==> config.mk <==
export PLATFORM = sky130hd
export DESIGN_NAME = prc_phy_reset_powerdown_ctrl
export DESIGN_NICKNAME = d
export VERILOG_FILES = /design/src/prc_pkg.sv /design/src/prc_phy_reset_powerdown_ctrl.sv
export VERILOG_INCLUDE_DIRS = /design/src
export SDC_FILE = /design/constraint.sdc
export NUM_CORES = 1
export LEC_CHECK = 0
export ABC_AREA = 1
export BUFFER_PORTS_ARGS = -buffer_cell sky130_fd_sc_hd__buf_2
export CORE_MARGIN = 2
export CORE_UTILIZATION = 52
export DETAILED_ROUTE_END_ITERATION = 16
export PLACE_DENSITY = 0.78
export SETUP_SLACK_MARGIN = 0.15
export SYNTH_ARGS = -nofsm -noshare
export SYNTH_HDL_FRONTEND = slang
export SYNTH_SLANG_ARGS = --single-unit
==> constraint.sdc <==
create_clock -name ref_clk -period 1.9 [get_ports ref_clk]
set_input_delay 0.19 -clock ref_clk [delete_from_list [all_inputs] [get_ports ref_clk]]
set_output_delay 0.19 -clock ref_clk [all_outputs]
set_load 0.02 [all_outputs]
==> src/prc_consts.svh <==
// Offsets, field positions, reset values and timing counts of the reset and power-down control
// How it works
// - Each time the hardware reset input is held low for at least 100 cycles, every control, interrupt and bus register returns to its initial value.
// - Every hardware reset also re-samples and restores the strap-selected configuration.
// - After reset the shared pin serves as the power-down input.
// - The shared pin changes role only through a register write issued by the host, or back to power-down on a reset.
// - In its power-down role, a low level on the shared pin puts the device into power-down.
// - In its interrupt role the shared pin is pulled low while an unmasked interrupt is pending and is otherwise released.
// - A host write setting bit 0 of the register at 0x00d0 switches the internal linear regulator off.
`ifndef PRC_CONSTS_SVH
`define PRC_CONSTS_SVH

`define PRC_CLK_MHZ          100
`define PRC_RESET_MIN_NS     1000
`define PRC_RESET_MIN_CYC    ((`PRC_RESET_MIN_NS * `PRC_CLK_MHZ + 999) / 1000)

`define PRC_OFF_PIN_CTRL     12'h000
`define PRC_OFF_STATE        12'h004
`define PRC_OFF_IRQ_STATUS   12'h008
`define PRC_OFF_IRQ_MASK     12'h00c
`define PRC_OFF_STRAPS       12'h010
`define PRC_OFF_REGULATOR    12'h0d0

`define PRC_BIT_IRQ_MODE     0
`define PRC_BIT_REG_OFF      0
`define PRC_EV_PD_ENTER      0
`define PRC_EV_PD_EXIT       1
`define PRC_EV_EXT           2

`define PRC_RST_PIN_CTRL     1'b0
`define PRC_RST_REGULATOR    16'h0000
`define PRC_RST_IRQ_MASK     3'h0

`define PRC_RESP_OKAY        2'h0
`define PRC_RESP_SLVERR      2'h2

`endif

==> src/prc_pkg.sv <==
// Types shared by the reset and power-down control
package prc_pkg;

  typedef struct packed {
    logic        awvalid;
    logic [11:0] awaddr;
    logic        wvalid;
    logic [31:0] wdata;
    logic [3:0]  wstrb;
    logic        bready;
    logic        arvalid;
    logic [11:0] araddr;
    logic        rready;
  } prc_axi_req_s;

  typedef struct packed {
    logic        awready;
    logic        wready;
    logic        bvalid;
    logic [1:0]  bresp;
    logic        arready;
    logic        rvalid;
    logic [31:0] rdata;
    logic [1:0]  rresp;
  } prc_axi_rsp_s;

  typedef enum logic [2:0] {
    PRC_REG_PIN_CTRL,
    PRC_REG_STATE,
    PRC_REG_IRQ_STATUS,
    PRC_REG_IRQ_MASK,
    PRC_REG_STRAPS,
    PRC_REG_REGULATOR,
    PRC_REG_NONE
  } prc_reg_e;

endpackage : prc_pkg

==> src/prc_phy_reset_powerdown_ctrl.sv <==
// Reset filter, strap capture, shared power-down/interrupt pin and register file on AXI4-Lite
`timescale 1ns/1ns
`include "prc_consts.svh"

module prc_phy_reset_powerdown_ctrl
  import prc_pkg::*;
(
  input  wire logic         ref_clk,
  input  wire logic         rst,
  input  wire logic         hw_reset_n,
  input  wire logic [7:0]   strap_pins,
  input  wire logic         irq_event,
  input  wire logic         shared_irq_sleep_pin_in,
  output      logic         shared_irq_sleep_pin_out,
  output      logic         shared_irq_sleep_pin_oe,
  output      logic         power_down,
  output      logic         regulator_off,
  output      logic         core_reset,
  output      logic [7:0]   strap_value,
  output      logic         irq,
  input  wire prc_axi_req_s axi_req,
  output      prc_axi_rsp_s axi_rsp
);

  localparam logic [6:0] RESET_MIN = 7'(`PRC_RESET_MIN_CYC);

  function automatic prc_reg_e decode(input logic [11:0] addr);
    unique case (addr)
      `PRC_OFF_PIN_CTRL:   decode = PRC_REG_PIN_CTRL;
      `PRC_OFF_STATE:      decode = PRC_REG_STATE;
      `PRC_OFF_IRQ_STATUS: decode = PRC_REG_IRQ_STATUS;
      `PRC_OFF_IRQ_MASK:   decode = PRC_REG_IRQ_MASK;
      `PRC_OFF_STRAPS:     decode = PRC_REG_STRAPS;
      `PRC_OFF_REGULATOR:  decode = PRC_REG_REGULATOR;
      default:             decode = PRC_REG_NONE;
    endcase
  endfunction : decode

  function automatic logic [31:0] merge(input logic [31:0] old_val, input logic [31:0] new_val,
                                        input logic [3:0] strb);
    logic [31:0] res;
    res = old_val;
    for (int i = 0; i < 4; i++) begin
      if (strb[i]) begin
        res[i*8 +: 8] = new_val[i*8 +: 8];
      end
    end
    merge = res;
  endfunction : merge

  ////////////////////////////////////////////////////////////////////////////////
  // Pin synchronisers and hardware reset filter

  logic       rstn_meta, rstn_sync;
  logic       pin_meta, pin_sync;
  logic [7:0] strap_meta, strap_sync;
  logic [6:0] low_cnt, next_low_cnt;
  logic       hw_reset_active, next_hw_reset_active;
  logic       clr;

  always_ff @(posedge ref_clk) begin
    rstn_meta  <= hw_reset_n;
    rstn_sync  <= rstn_meta;
    pin_meta   <= shared_irq_sleep_pin_in;
    pin_sync   <= pin_meta;
    strap_meta <= strap_pins;
    strap_sync <= strap_meta;
  end

  // Short dips are ignored so a glitch cannot wipe the device; the controller must hold the pin low
  always_comb begin
    next_low_cnt         = low_cnt;
    next_hw_reset_active = 1'b0;
    if (rstn_sync) begin
      next_low_cnt = 7'h00;
    end else if (low_cnt != RESET_MIN) begin
      next_low_cnt = low_cnt + 7'h01;
    end
    if (!rstn_sync && next_low_cnt == RESET_MIN) begin
      next_hw_reset_active = 1'b1;
    end
  end

  always_ff @(posedge ref_clk) begin
    if (rst) begin
      low_cnt         <= 7'h00;
      hw_reset_active <= 1'b0;
    end else begin
      low_cnt         <= next_low_cnt;
      hw_reset_active <= next_hw_reset_active;
    end
  end

  // Every state register below except strap_value is loaded with its reset value (core_reset high, the rest cleared) by either reset source, on every assertion
  assign clr = rst | hw_reset_active;

  ////////////////////////////////////////////////////////////////////////////////
  // Register file and shared pin state

  logic        irq_mode, next_irq_mode;
  logic [15:0] regulator_reg, next_regulator_reg;
  logic [2:0]  irq_status, next_irq_status;
  logic [2:0]  irq_mask, next_irq_mask;
  logic [7:0]  next_strap_value;
  logic        next_power_down;
  logic        next_irq;
  logic        next_pin_oe;
  logic [2:0]  events;
  logic        wr_fire;
  prc_reg_e    wr_reg;
  logic [31:0] wr_data;
  logic [3:0]  wr_strb;

  always_comb begin
    events                    = 3'h0;
    events[`PRC_EV_PD_ENTER]  = next_power_down & ~power_down;
    events[`PRC_EV_PD_EXIT]   = ~next_power_down & power_down;
    events[`PRC_EV_EXT]       = irq_event;
  end

  always_comb begin
    next_irq_mode      = irq_mode;
    next_regulator_reg = regulator_reg;
    next_irq_mask      = irq_mask;
    next_irq_status    = irq_status;
    if (wr_fire) begin
      unique case (wr_reg)
        PRC_REG_PIN_CTRL: begin
          if (wr_strb[0]) begin
            next_irq_mode = wr_data[`PRC_BIT_IRQ_MODE];
          end
        end
        PRC_REG_REGULATOR: begin
          next_regulator_reg = 16'(merge({16'h0000, regulator_reg}, wr_data, wr_strb));
        end
        PRC_REG_IRQ_MASK: begin
          if (wr_strb[0]) begin
            next_irq_mask = wr_data[2:0];
          end
        end
        PRC_REG_IRQ_STATUS: begin
          if (wr_strb[0]) begin
            next_irq_status = irq_status & ~wr_data[2:0];
          end
        end
        default: begin
        end
      endcase
    end
    // A new event in the clearing cycle survives the write-one-to-clear
    next_irq_status = next_irq_status | events;
  end

  always_comb begin
    // The pin is an input only while in power-down role; a released high pin wakes the device
    next_power_down = ~irq_mode & ~pin_sync;
    next_irq        = |(next_irq_status & next_irq_mask);
    // Open drain: only ever drive low, and only in interrupt role
    next_pin_oe     = next_irq_mode & next_irq;
  end

  // Straps are re-sampled while any reset is held, so the latched value is the one at release
  always_comb begin
    next_strap_value = strap_value;
    if (clr) begin
      next_strap_value = strap_sync;
    end
  end

  always_ff @(posedge ref_clk) begin
    strap_value <= next_strap_value;
    if (clr) begin
      irq_mode                 <= `PRC_RST_PIN_CTRL;
      regulator_reg            <= `PRC_RST_REGULATOR;
      irq_mask                 <= `PRC_RST_IRQ_MASK;
      irq_status               <= 3'h0;
      power_down               <= 1'b0;
      irq                      <= 1'b0;
      shared_irq_sleep_pin_oe  <= 1'b0;
      shared_irq_sleep_pin_out <= 1'b0;
      regulator_off            <= 1'b0;
      core_reset               <= 1'b1;
    end else begin
      irq_mode                 <= next_irq_mode;
      regulator_reg            <= next_regulator_reg;
      irq_mask                 <= next_irq_mask;
      irq_status               <= next_irq_status;
      power_down               <= next_power_down;
      irq                      <= next_irq;
      shared_irq_sleep_pin_oe  <= next_pin_oe;
      shared_irq_sleep_pin_out <= 1'b0;
      regulator_off            <= next_regulator_reg[`PRC_BIT_REG_OFF];
      core_reset               <= 1'b0;
    end
  end

  ////////////////////////////////////////////////////////////////////////////////
  // AXI4-Lite write channel

  logic        aw_held, next_aw_held;
  logic [11:0] aw_addr, next_aw_addr;
  logic        w_held, next_w_held;
  logic [31:0] w_data, next_w_data;
  logic [3:0]  w_strb, next_w_strb;
  logic        bvalid, next_bvalid;
  logic [1:0]  bresp, next_bresp;
  logic        awready, next_awready;
  logic        wready, next_wready;

  always_comb begin
    next_aw_held = aw_held;
    next_aw_addr = aw_addr;
    next_w_held  = w_held;
    next_w_data  = w_data;
    next_w_strb  = w_strb;
    next_bvalid  = bvalid;
    next_bresp   = bresp;
    wr_fire      = 1'b0;
    if (axi_req.awvalid && awready) begin
      next_aw_held = 1'b1;
      next_aw_addr = axi_req.awaddr;
    end
    if (axi_req.wvalid && wready) begin
      next_w_held = 1'b1;
      next_w_data = axi_req.wdata;
      next_w_strb = axi_req.wstrb;
    end
    if (bvalid && axi_req.bready) begin
      next_bvalid = 1'b0;
    end
    if (aw_held && w_held && !bvalid) begin
      wr_fire      = 1'b1;
      next_aw_held = 1'b0;
      next_w_held  = 1'b0;
      next_bvalid  = 1'b1;
      next_bresp   = (decode(aw_addr) == PRC_REG_NONE) ? `PRC_RESP_SLVERR : `PRC_RESP_OKAY;
    end
    next_awready = ~next_aw_held & ~(axi_req.awvalid & awready);
    next_wready  = ~next_w_held & ~(axi_req.wvalid & wready);
  end

  assign wr_reg  = decode(aw_addr);
  assign wr_data = w_data;
  assign wr_strb = w_strb;

  always_ff @(posedge ref_clk) begin
    if (clr) begin
      aw_held <= 1'b0;
      aw_addr <= 12'h000;
      w_held  <= 1'b0;
      w_data  <= 32'h0000_0000;
      w_strb  <= 4'h0;
      bvalid  <= 1'b0;
      bresp   <= `PRC_RESP_OKAY;
      awready <= 1'b0;
      wready  <= 1'b0;
    end else begin
      aw_held <= next_aw_held;
      aw_addr <= next_aw_addr;
      w_held  <= next_w_held;
      w_data  <= next_w_data;
      w_strb  <= next_w_strb;
      bvalid  <= next_bvalid;
      bresp   <= next_bresp;
      awready <= next_awready;
      wready  <= next_wready;
    end
  end

  ////////////////////////////////////////////////////////////////////////////////
  // AXI4-Lite read channel

  logic        arready, next_arready;
  logic        rvalid, next_rvalid;
  logic [31:0] rdata, next_rdata;
  logic [1:0]  rresp, next_rresp;
  logic [31:0] rd_word;

  always_comb begin
    rd_word = 32'h0000_0000;
    unique case (decode(axi_req.araddr))
      PRC_REG_PIN_CTRL:   rd_word[`PRC_BIT_IRQ_MODE] = irq_mode;
      PRC_REG_STATE:      rd_word[3:0] = {regulator_off, shared_irq_sleep_pin_oe, pin_sync, power_down};
      PRC_REG_IRQ_STATUS: rd_word[2:0] = irq_status;
      PRC_REG_IRQ_MASK:   rd_word[2:0] = irq_mask;
      PRC_REG_STRAPS:     rd_word[7:0] = strap_value;
      PRC_REG_REGULATOR:  rd_word[15:0] = regulator_reg;
      default:            rd_word = 32'h0000_0000;
    endcase
  end

  always_comb begin
    next_rvalid  = rvalid;
    next_rdata   = rdata;
    next_rresp   = rresp;
    next_arready = arready;
    if (rvalid && axi_req.rready) begin
      next_rvalid  = 1'b0;
      next_arready = 1'b1;
    end
    if (axi_req.arvalid && arready) begin
      next_rvalid  = 1'b1;
      next_arready = 1'b0;
      next_rdata   = rd_word;
      next_rresp   = (decode(axi_req.araddr) == PRC_REG_NONE) ? `PRC_RESP_SLVERR : `PRC_RESP_OKAY;
    end
    if (!rvalid && !arready && !(axi_req.arvalid && arready)) begin
      next_arready = 1'b1;
    end
  end

  always_ff @(posedge ref_clk) begin
    if (clr) begin
      arready <= 1'b0;
      rvalid  <= 1'b0;
      rdata   <= 32'h0000_0000;
      rresp   <= `PRC_RESP_OKAY;
    end else begin
      arready <= next_arready;
      rvalid  <= next_rvalid;
      rdata   <= next_rdata;
      rresp   <= next_rresp;
    end
  end

  always_comb begin
    axi_rsp.awready = awready;
    axi_rsp.wready  = wready;
    axi_rsp.bvalid  = bvalid;
    axi_rsp.bresp   = bresp;
    axi_rsp.arready = arready;
    axi_rsp.rvalid  = rvalid;
    axi_rsp.rdata   = rdata;
    axi_rsp.rresp   = rresp;
  end

endmodule : prc_phy_reset_powerdown_ctrl

# After elaboration in Yosys (flattened, before gate mapping)
# Cells that the tools add are included.
# W data, S select, Z words.
[word_totals]
regBits = 120
in_bits = 78
out_inout_bits = 55
wordCells = 137
[classes]
addsub = 1
eq_ne = 22
mux = 36
n_bitwise = 21
reduce_logical = 25
[op_table]
columns = ["op", "count"]
rows = [
  ["$eq A12 B4 Y1 const B", 4],
  ["$pmux W3 S6", 2],
  ["$eq A12 B3 Y1 const B", 2],
  ["$eq A12 B5 Y1 const B", 2],
  ["$eq A12 B8 Y1 const B", 2],
  ["$logic_not A12 Y1", 2],
  ["$mux W3", 8],
  ["$mux W1", 17],
  ["$eq A3 B3 Y1 const B", 5],
  ["$mux W7", 2],
  ["$eq A3 B2 Y1 const B", 4],
  ["$logic_and A1 B1 Y1", 10],
  ["$pmux W2 S5", 1],
  ["$and A1 B1 Y1", 8],
  ["$mux W8", 1],
  ["$not A1 Y1", 8],
  ["$pmux W4 S2", 1],
  ["$add A7 B1 Y7 const B", 1],
  ["$eq A7 B7 Y1 const B", 1],
  ["$ne A7 B7 Y1 const B", 1],
  ["$and A3 B3 Y3", 2],
  ["$logic_not A3 Y1", 2],
  ["$pmux W1 S6", 1],
  ["$reduce_and A3 Y1", 2],
  ["other kinds (10)", 16],
]

# Longest topological paths before layout
[logic_depth]
depth_word = 9
mapped_depth = 14
depth_no_buf = 14

# Worst setup path before layout
# Ideal clock, no wire load.
[synth_timing]
kind = "input port to flip-flop"
from = "input port axi_req[12] in the netlist's numbering"
to = "register rdata[0]"
setup_time_ps = 59
arrival_ps = 1592
required_time_ps = 1841
slack_ps = 249
stages = 14
path_buffers = 0
cell_sequence = "nor2_2 > nand2_2 > nor2_2 > nand2_1 > ha_1 > nand2_4 > nand2_4 > nor2_4 > nand2_2 > o21ai_1 > inv_1 > nand2_1 > nand2_1 > nand2_1"
[synth_via]
elab_chain_len = 4
word_cells_on_any_way = 14
[synth_rtl]
columns = ["item", "line", "text"]
rows = [
  ["start: declaration", "prc_phy_reset_powerdown_ctrl.sv:21", "input wire prc_axi_req_s axi_req,"],
  ["$eq A12 B8 Y1, or another cell as far along", "prc_phy_reset_powerdown_ctrl.sv:28", "unique case (addr)"],
  ["$pmux W3 S6 (*)", "prc_phy_reset_powerdown_ctrl.sv:28", ""],
  ["$eq A3 B3 Y1, or another cell as far along", "prc_phy_reset_powerdown_ctrl.sv:281", "unique case (decode(axi_req.araddr))"],
  ["$pmux W1 S6 (*)", "prc_phy_reset_powerdown_ctrl.sv:281", ""],
  ["end signal: assignment", "prc_phy_reset_powerdown_ctrl.sv:321", "rdata <= next_rdata;"],
  ["end: declaration", "prc_phy_reset_powerdown_ctrl.sv:275", "logic [31:0] rdata, next_rdata;"],
]
# Mark *: on every way between the ends. The rest lies on a longest branch, timed or not.
# A chain may end at the register's enable or synchronous reset.

# Worst setup path in the final report
[layout_timing]
from = "register aw_addr[11]"
to = "register irq"
[layout_via]
elab_chain_len = 8
word_cells_on_any_way = 16
[layout_rtl]
columns = ["item", "line", "text"]
rows = [
  ["start: declaration", "prc_phy_reset_powerdown_ctrl.sv:201", "logic [11:0] aw_addr, next_aw_addr;"],
  ["start signal: assignment", "prc_phy_reset_powerdown_ctrl.sv:259", "aw_addr <= next_aw_addr;"],
  ["$eq A12 B8 Y1, or another cell as far along", "prc_phy_reset_powerdown_ctrl.sv:28", ""],
  ["$pmux W3 S6 (*)", "prc_phy_reset_powerdown_ctrl.sv:28", ""],
  ["$eq A3 B2 Y1", "prc_phy_reset_powerdown_ctrl.sv:127", "unique case (wr_reg)"],
  ["$mux W3", "prc_phy_reset_powerdown_ctrl.sv:127", ""],
  ["$mux W3", "prc_phy_reset_powerdown_ctrl.sv:126", "if (wr_fire) begin"],
  ["$or A3 B3 Y3", "prc_phy_reset_powerdown_ctrl.sv:151", "next_irq_status = next_irq_status | events;"],
  ["$and A3 B3 Y3 (*)", "prc_phy_reset_powerdown_ctrl.sv:157", "next_irq = |(next_irq_status & next_irq_mask);"],
  ["$reduce_or A3 Y1 (*)", "prc_phy_reset_powerdown_ctrl.sv:157", ""],
  ["end signal: assignment", "prc_phy_reset_powerdown_ctrl.sv:189", "irq <= next_irq;"],
  ["end: declaration", "prc_phy_reset_powerdown_ctrl.sv:20", "output logic irq,"],
]
# Marks and branches as above.

==> impl_metrics.json <==
{
  "synth_top_family_by_area": "simple AND/OR/NAND/NOR gates",
  "insertedDiodeCount": 0,
  "synth_cells": 594,
  "ys_top_cells_by_area": "dfxtp_1 46%, nand2_1 7.8%, nor2_1 6.5%",
  "drtIter0Drc": 182,
  "synthXorXnorAreaFrac_pct": 0.724,
  "grt_start_max_net_pins": 38,
  "status": "finished clean",
  "path_cells": "nor2_4, nand3_4, nor2_4, nand2_2, nor3_4, nand2_1, o21ai_2, nand2_1, nand3_2, nand2_1, inv_1",
  "n_fill_cell": 688,
  "hold_viol_final": 0,
  "worstSetupPathType": "reg2reg",
  "cts_root_buffer": "clkbuf_8",
  "die_x_um": 100,
  "crit_path_end_kind": "flop",
  "grt-ovfl-total": 0,
  "pwr-share-clk_pct": 48.2,
  "cts_tree": "done",
  "reg2reg_slack_ps": 220,
  "drtPass1Iterations": 5,
  "avgRoutedWirePerCell_um": 13.0,
  "syn_to_final_growth_pct": 33.3,
  "slew-limit-headroom_pct": 65.8,
  "fin_area_um2": 6450,
  "grt_pass1_wl_um": 18200,
  "yosys.area.top_type": "dfxtp_1",
  "synthAdderAreaFrac_pct": 1.03,
  "p_int_uw": 4530,
  "antenna_left": 0,
  "worstHoldStart": "irq_event",
  "path_common_cell": "nand2_1",
  "r2r_end": "irq",
  "critPathRequiredTime_ps": 2370,
  "track_usage_pct": 23.2,
  "p_sw_uw": 1710,
  "cts_buffer_depth": 2,
  "core_area_um2": 9150,
  "ys_seq_area_share_pct": 50.5,
  "io_buffers": 95,
  "multi_input_area_um2": 2010,
  "fin_crit_sh_pct": 88.4,
  "antenna_found_initial": 0,
  "fmax_mhz": 595,
  "h-tree-depth": 4,
  "finalWorstSetupSlack_ps": 220,
  "drc": 0,
  "grt_pass1_vias": 4149,
  "period_needed_ps": 1680,
  "hp-class": "in2reg",
  "cpPeakStageDelay_ps": 330,
  "combinationalPowerShare_pct": 8.8,
  "dieArea_um2": 10100,
  "seqPwrFrac_pct": 42.9,
  "synth_area_per_cell_um2": 8.14,
  "synth-async-reset-ratio_pct": 0,
  "wirelength_um": 11300,
  "whs_ps": 10.3,
  "fp-row-count": 35,
  "chipHeight_um": 100,
  "initial_core_util_pct": 52.9,
  "numCtsBuffers": 17,
  "cap_violations": 0,
  "layout.nets": 824,
  "cpMaxStageDelayCell": "dfxtp_2",
  "path_buf_inv": 1,
  "ys_ff_latch": 118,
  "synth.distinct_cells": 37,
  "finalClockSkew_ps": 6.57,
  "min_path_cells": 5,
  "leakage_uw": 0.00296,
  "crit_family": "simple AND/OR/NAND/NOR gates",
  "cp.arrival_ps": 2150,
  "muxShareOfSynthArea_pct": 0,
  "ys.flop_type": "dfxtp_1",
  "ys_warn_count": 0,
  "worst_pin_slew_ps": 512,
  "gp_congestion": 0.893,
  "rr_worst_depth": 11,
  "power_density_nw_per_um2": 967,
  "num_vias": 4319,
  "synth_simple_gate_area_share_pct": 23.9,
  "cts_sinks": 118,
  "finalSetupViolations": 0,
  "drive_gt1_share_pct": 26.4,
  "synth_top_area_share_pct": 45.5,
  "placed_area_um2": 5360,
  "synth_edf_count": 8,
  "rsz0062_at_grt": "true",
  "dp_hpwl_um": 7500,
  "vdd_drop_max_mv": 0.655,
  "synth.cell_area_um2": 4840,
  "cts.clk_slew.worst_paths_ps": 60,
  "start_kind": "flop",
  "netSwitchingFraction_pct": 27.4,
  "worstReg2RegStart": "aw_addr[11]",
  "finalMaxSlewViolations": 0,
  "seq_area_um2": 2440,
  "clk_latency_ps": 530,
  "synth_compound_area_share_pct": 12.7,
  "stdcell_count": 866,
  "via_per_inst": 4.99,
  "min_to": "irq_status[2]",
  "dp_cells": 790,
  "path_max_fanout": 6,
  "ioPinCount": 133,
  "place_ws_ps": -58.7
}
[synthesized netlist by cell type (2+ instances only)]
cell type / count
a21oi_1: 22
o21ai_2: 2
inv_2: 6
nand2_1: 100
nand2_2: 7
a211oi_1: 12
buf_6: 3
nor2_1: 84
nand3b_1: 2
nand3_1: 30
clkbuf_1: 12
o21ai_1: 3
nor3_1: 6
o31ai_2: 8
o21ai_0: 52
ha_1: 4
xor2_1: 3
nor2_4: 4
buf_4: 25
inv_1: 63
edfxtp_1: 8
dfxtp_1: 110
nand2_4: 3
nand4_1: 6
nor2_2: 7
[tightest hold or removal path, delay by kind of cell]
kind	cells	cell delay, ps
buf+inv	3	150
simple gates	2	170
[final cells by class]
cell class / count / share of cell area [%]
Inverter: 70 / 4.08
Multi-Input combinational cell: 383 / 31.1
Clock inverter: 15 / 2.43
Sequential cell: 118 / 37.9
Tap cell: 111 / 2.15
Timing Repair Buffer: 152 / 15.9
Clock buffer: 17 / 6.42
[cell families (layout without fill, tap and decap cells)]
logic type	count (synthesis)	count (layout)
flip-flops	118	118
buffers and inverters	111	254
AO/OA/AOI/OAI	102	102
other	1	19
XOR/XNOR	4	4
AND/OR/NAND/NOR	254	254
adder cells (fa/ha/maj)	4	4
[layout by cell type (no fill, tap or decap), types with 19 or more instances in the layout]
| cell | Yosys | routed |
|---|---|---|
| o21ai_0 | 52 | 48 |
| conb_1 | 1 | 19 |
| dfxtp_1 | 110 | 108 |
| buf_2 | 1 | 95 |
| inv_1 | 63 | 63 |
| nand2_1 | 100 | 98 |
| nand3_1 | 30 | 27 |
| a21oi_1 | 22 | 22 |
| dlygate4sd3_1 | 0 | 43 |
| nor2_1 | 84 | 80 |
[power groups by stage]
stage,sequential (uW),clock [uW],combinational [uW]
floorplan,2720,0,320
global placement,2720,0,423
detailed placement,2720,0,439
CTS,2670,3030,512
global route,2690,3150,610
finish,2680,3010,550
[per-stage QoR]
step / TNS (ps) / utilization [%] / total power (uW)
floorplan: 0 / - / 3040
global placement: 0 / 58.5 / 3140
detailed placement: -192 / 58.5 / 3160
CTS: 0 / 69.5 / 6210
global route: 0 / 70.4 / 6450
finish: 0 / 70.4 / 6240
[how the worst max path moves through the flow]
stage | startpoint | endpoint | depth (start not counted)
after floorplan | axi_req[12] | rdata[0] | 14
after global placement | axi_req[2] | rdata[0] | 15
after detailed placement | axi_req[2] | rdata[0] | 15
after CTS | aw_addr[10] | irq | 11
after global routing | aw_addr[1] | irq | 11
final | aw_addr[11] | irq | 11
[routing by layer]
layer	vias to the layer above	wire, um	track usage (%)
met5	-	0	0
met4	0	208	10.0
met3	24	651	6.13
met2	144	5690	40.6
met1	1979	4700	26.7
li1	2172	-	-
[timing repair]
action                                 4_1_cts  5_1_grt
pin swaps                                    0        8
setup buffers                                0        1
setup endpoints to repair                    5       19
endpoints found under the hold margin       49        0
gates resized for setup                      1       24
hold buffers                                43        0
No activity file was read; power rests on OpenSTA's default activity.
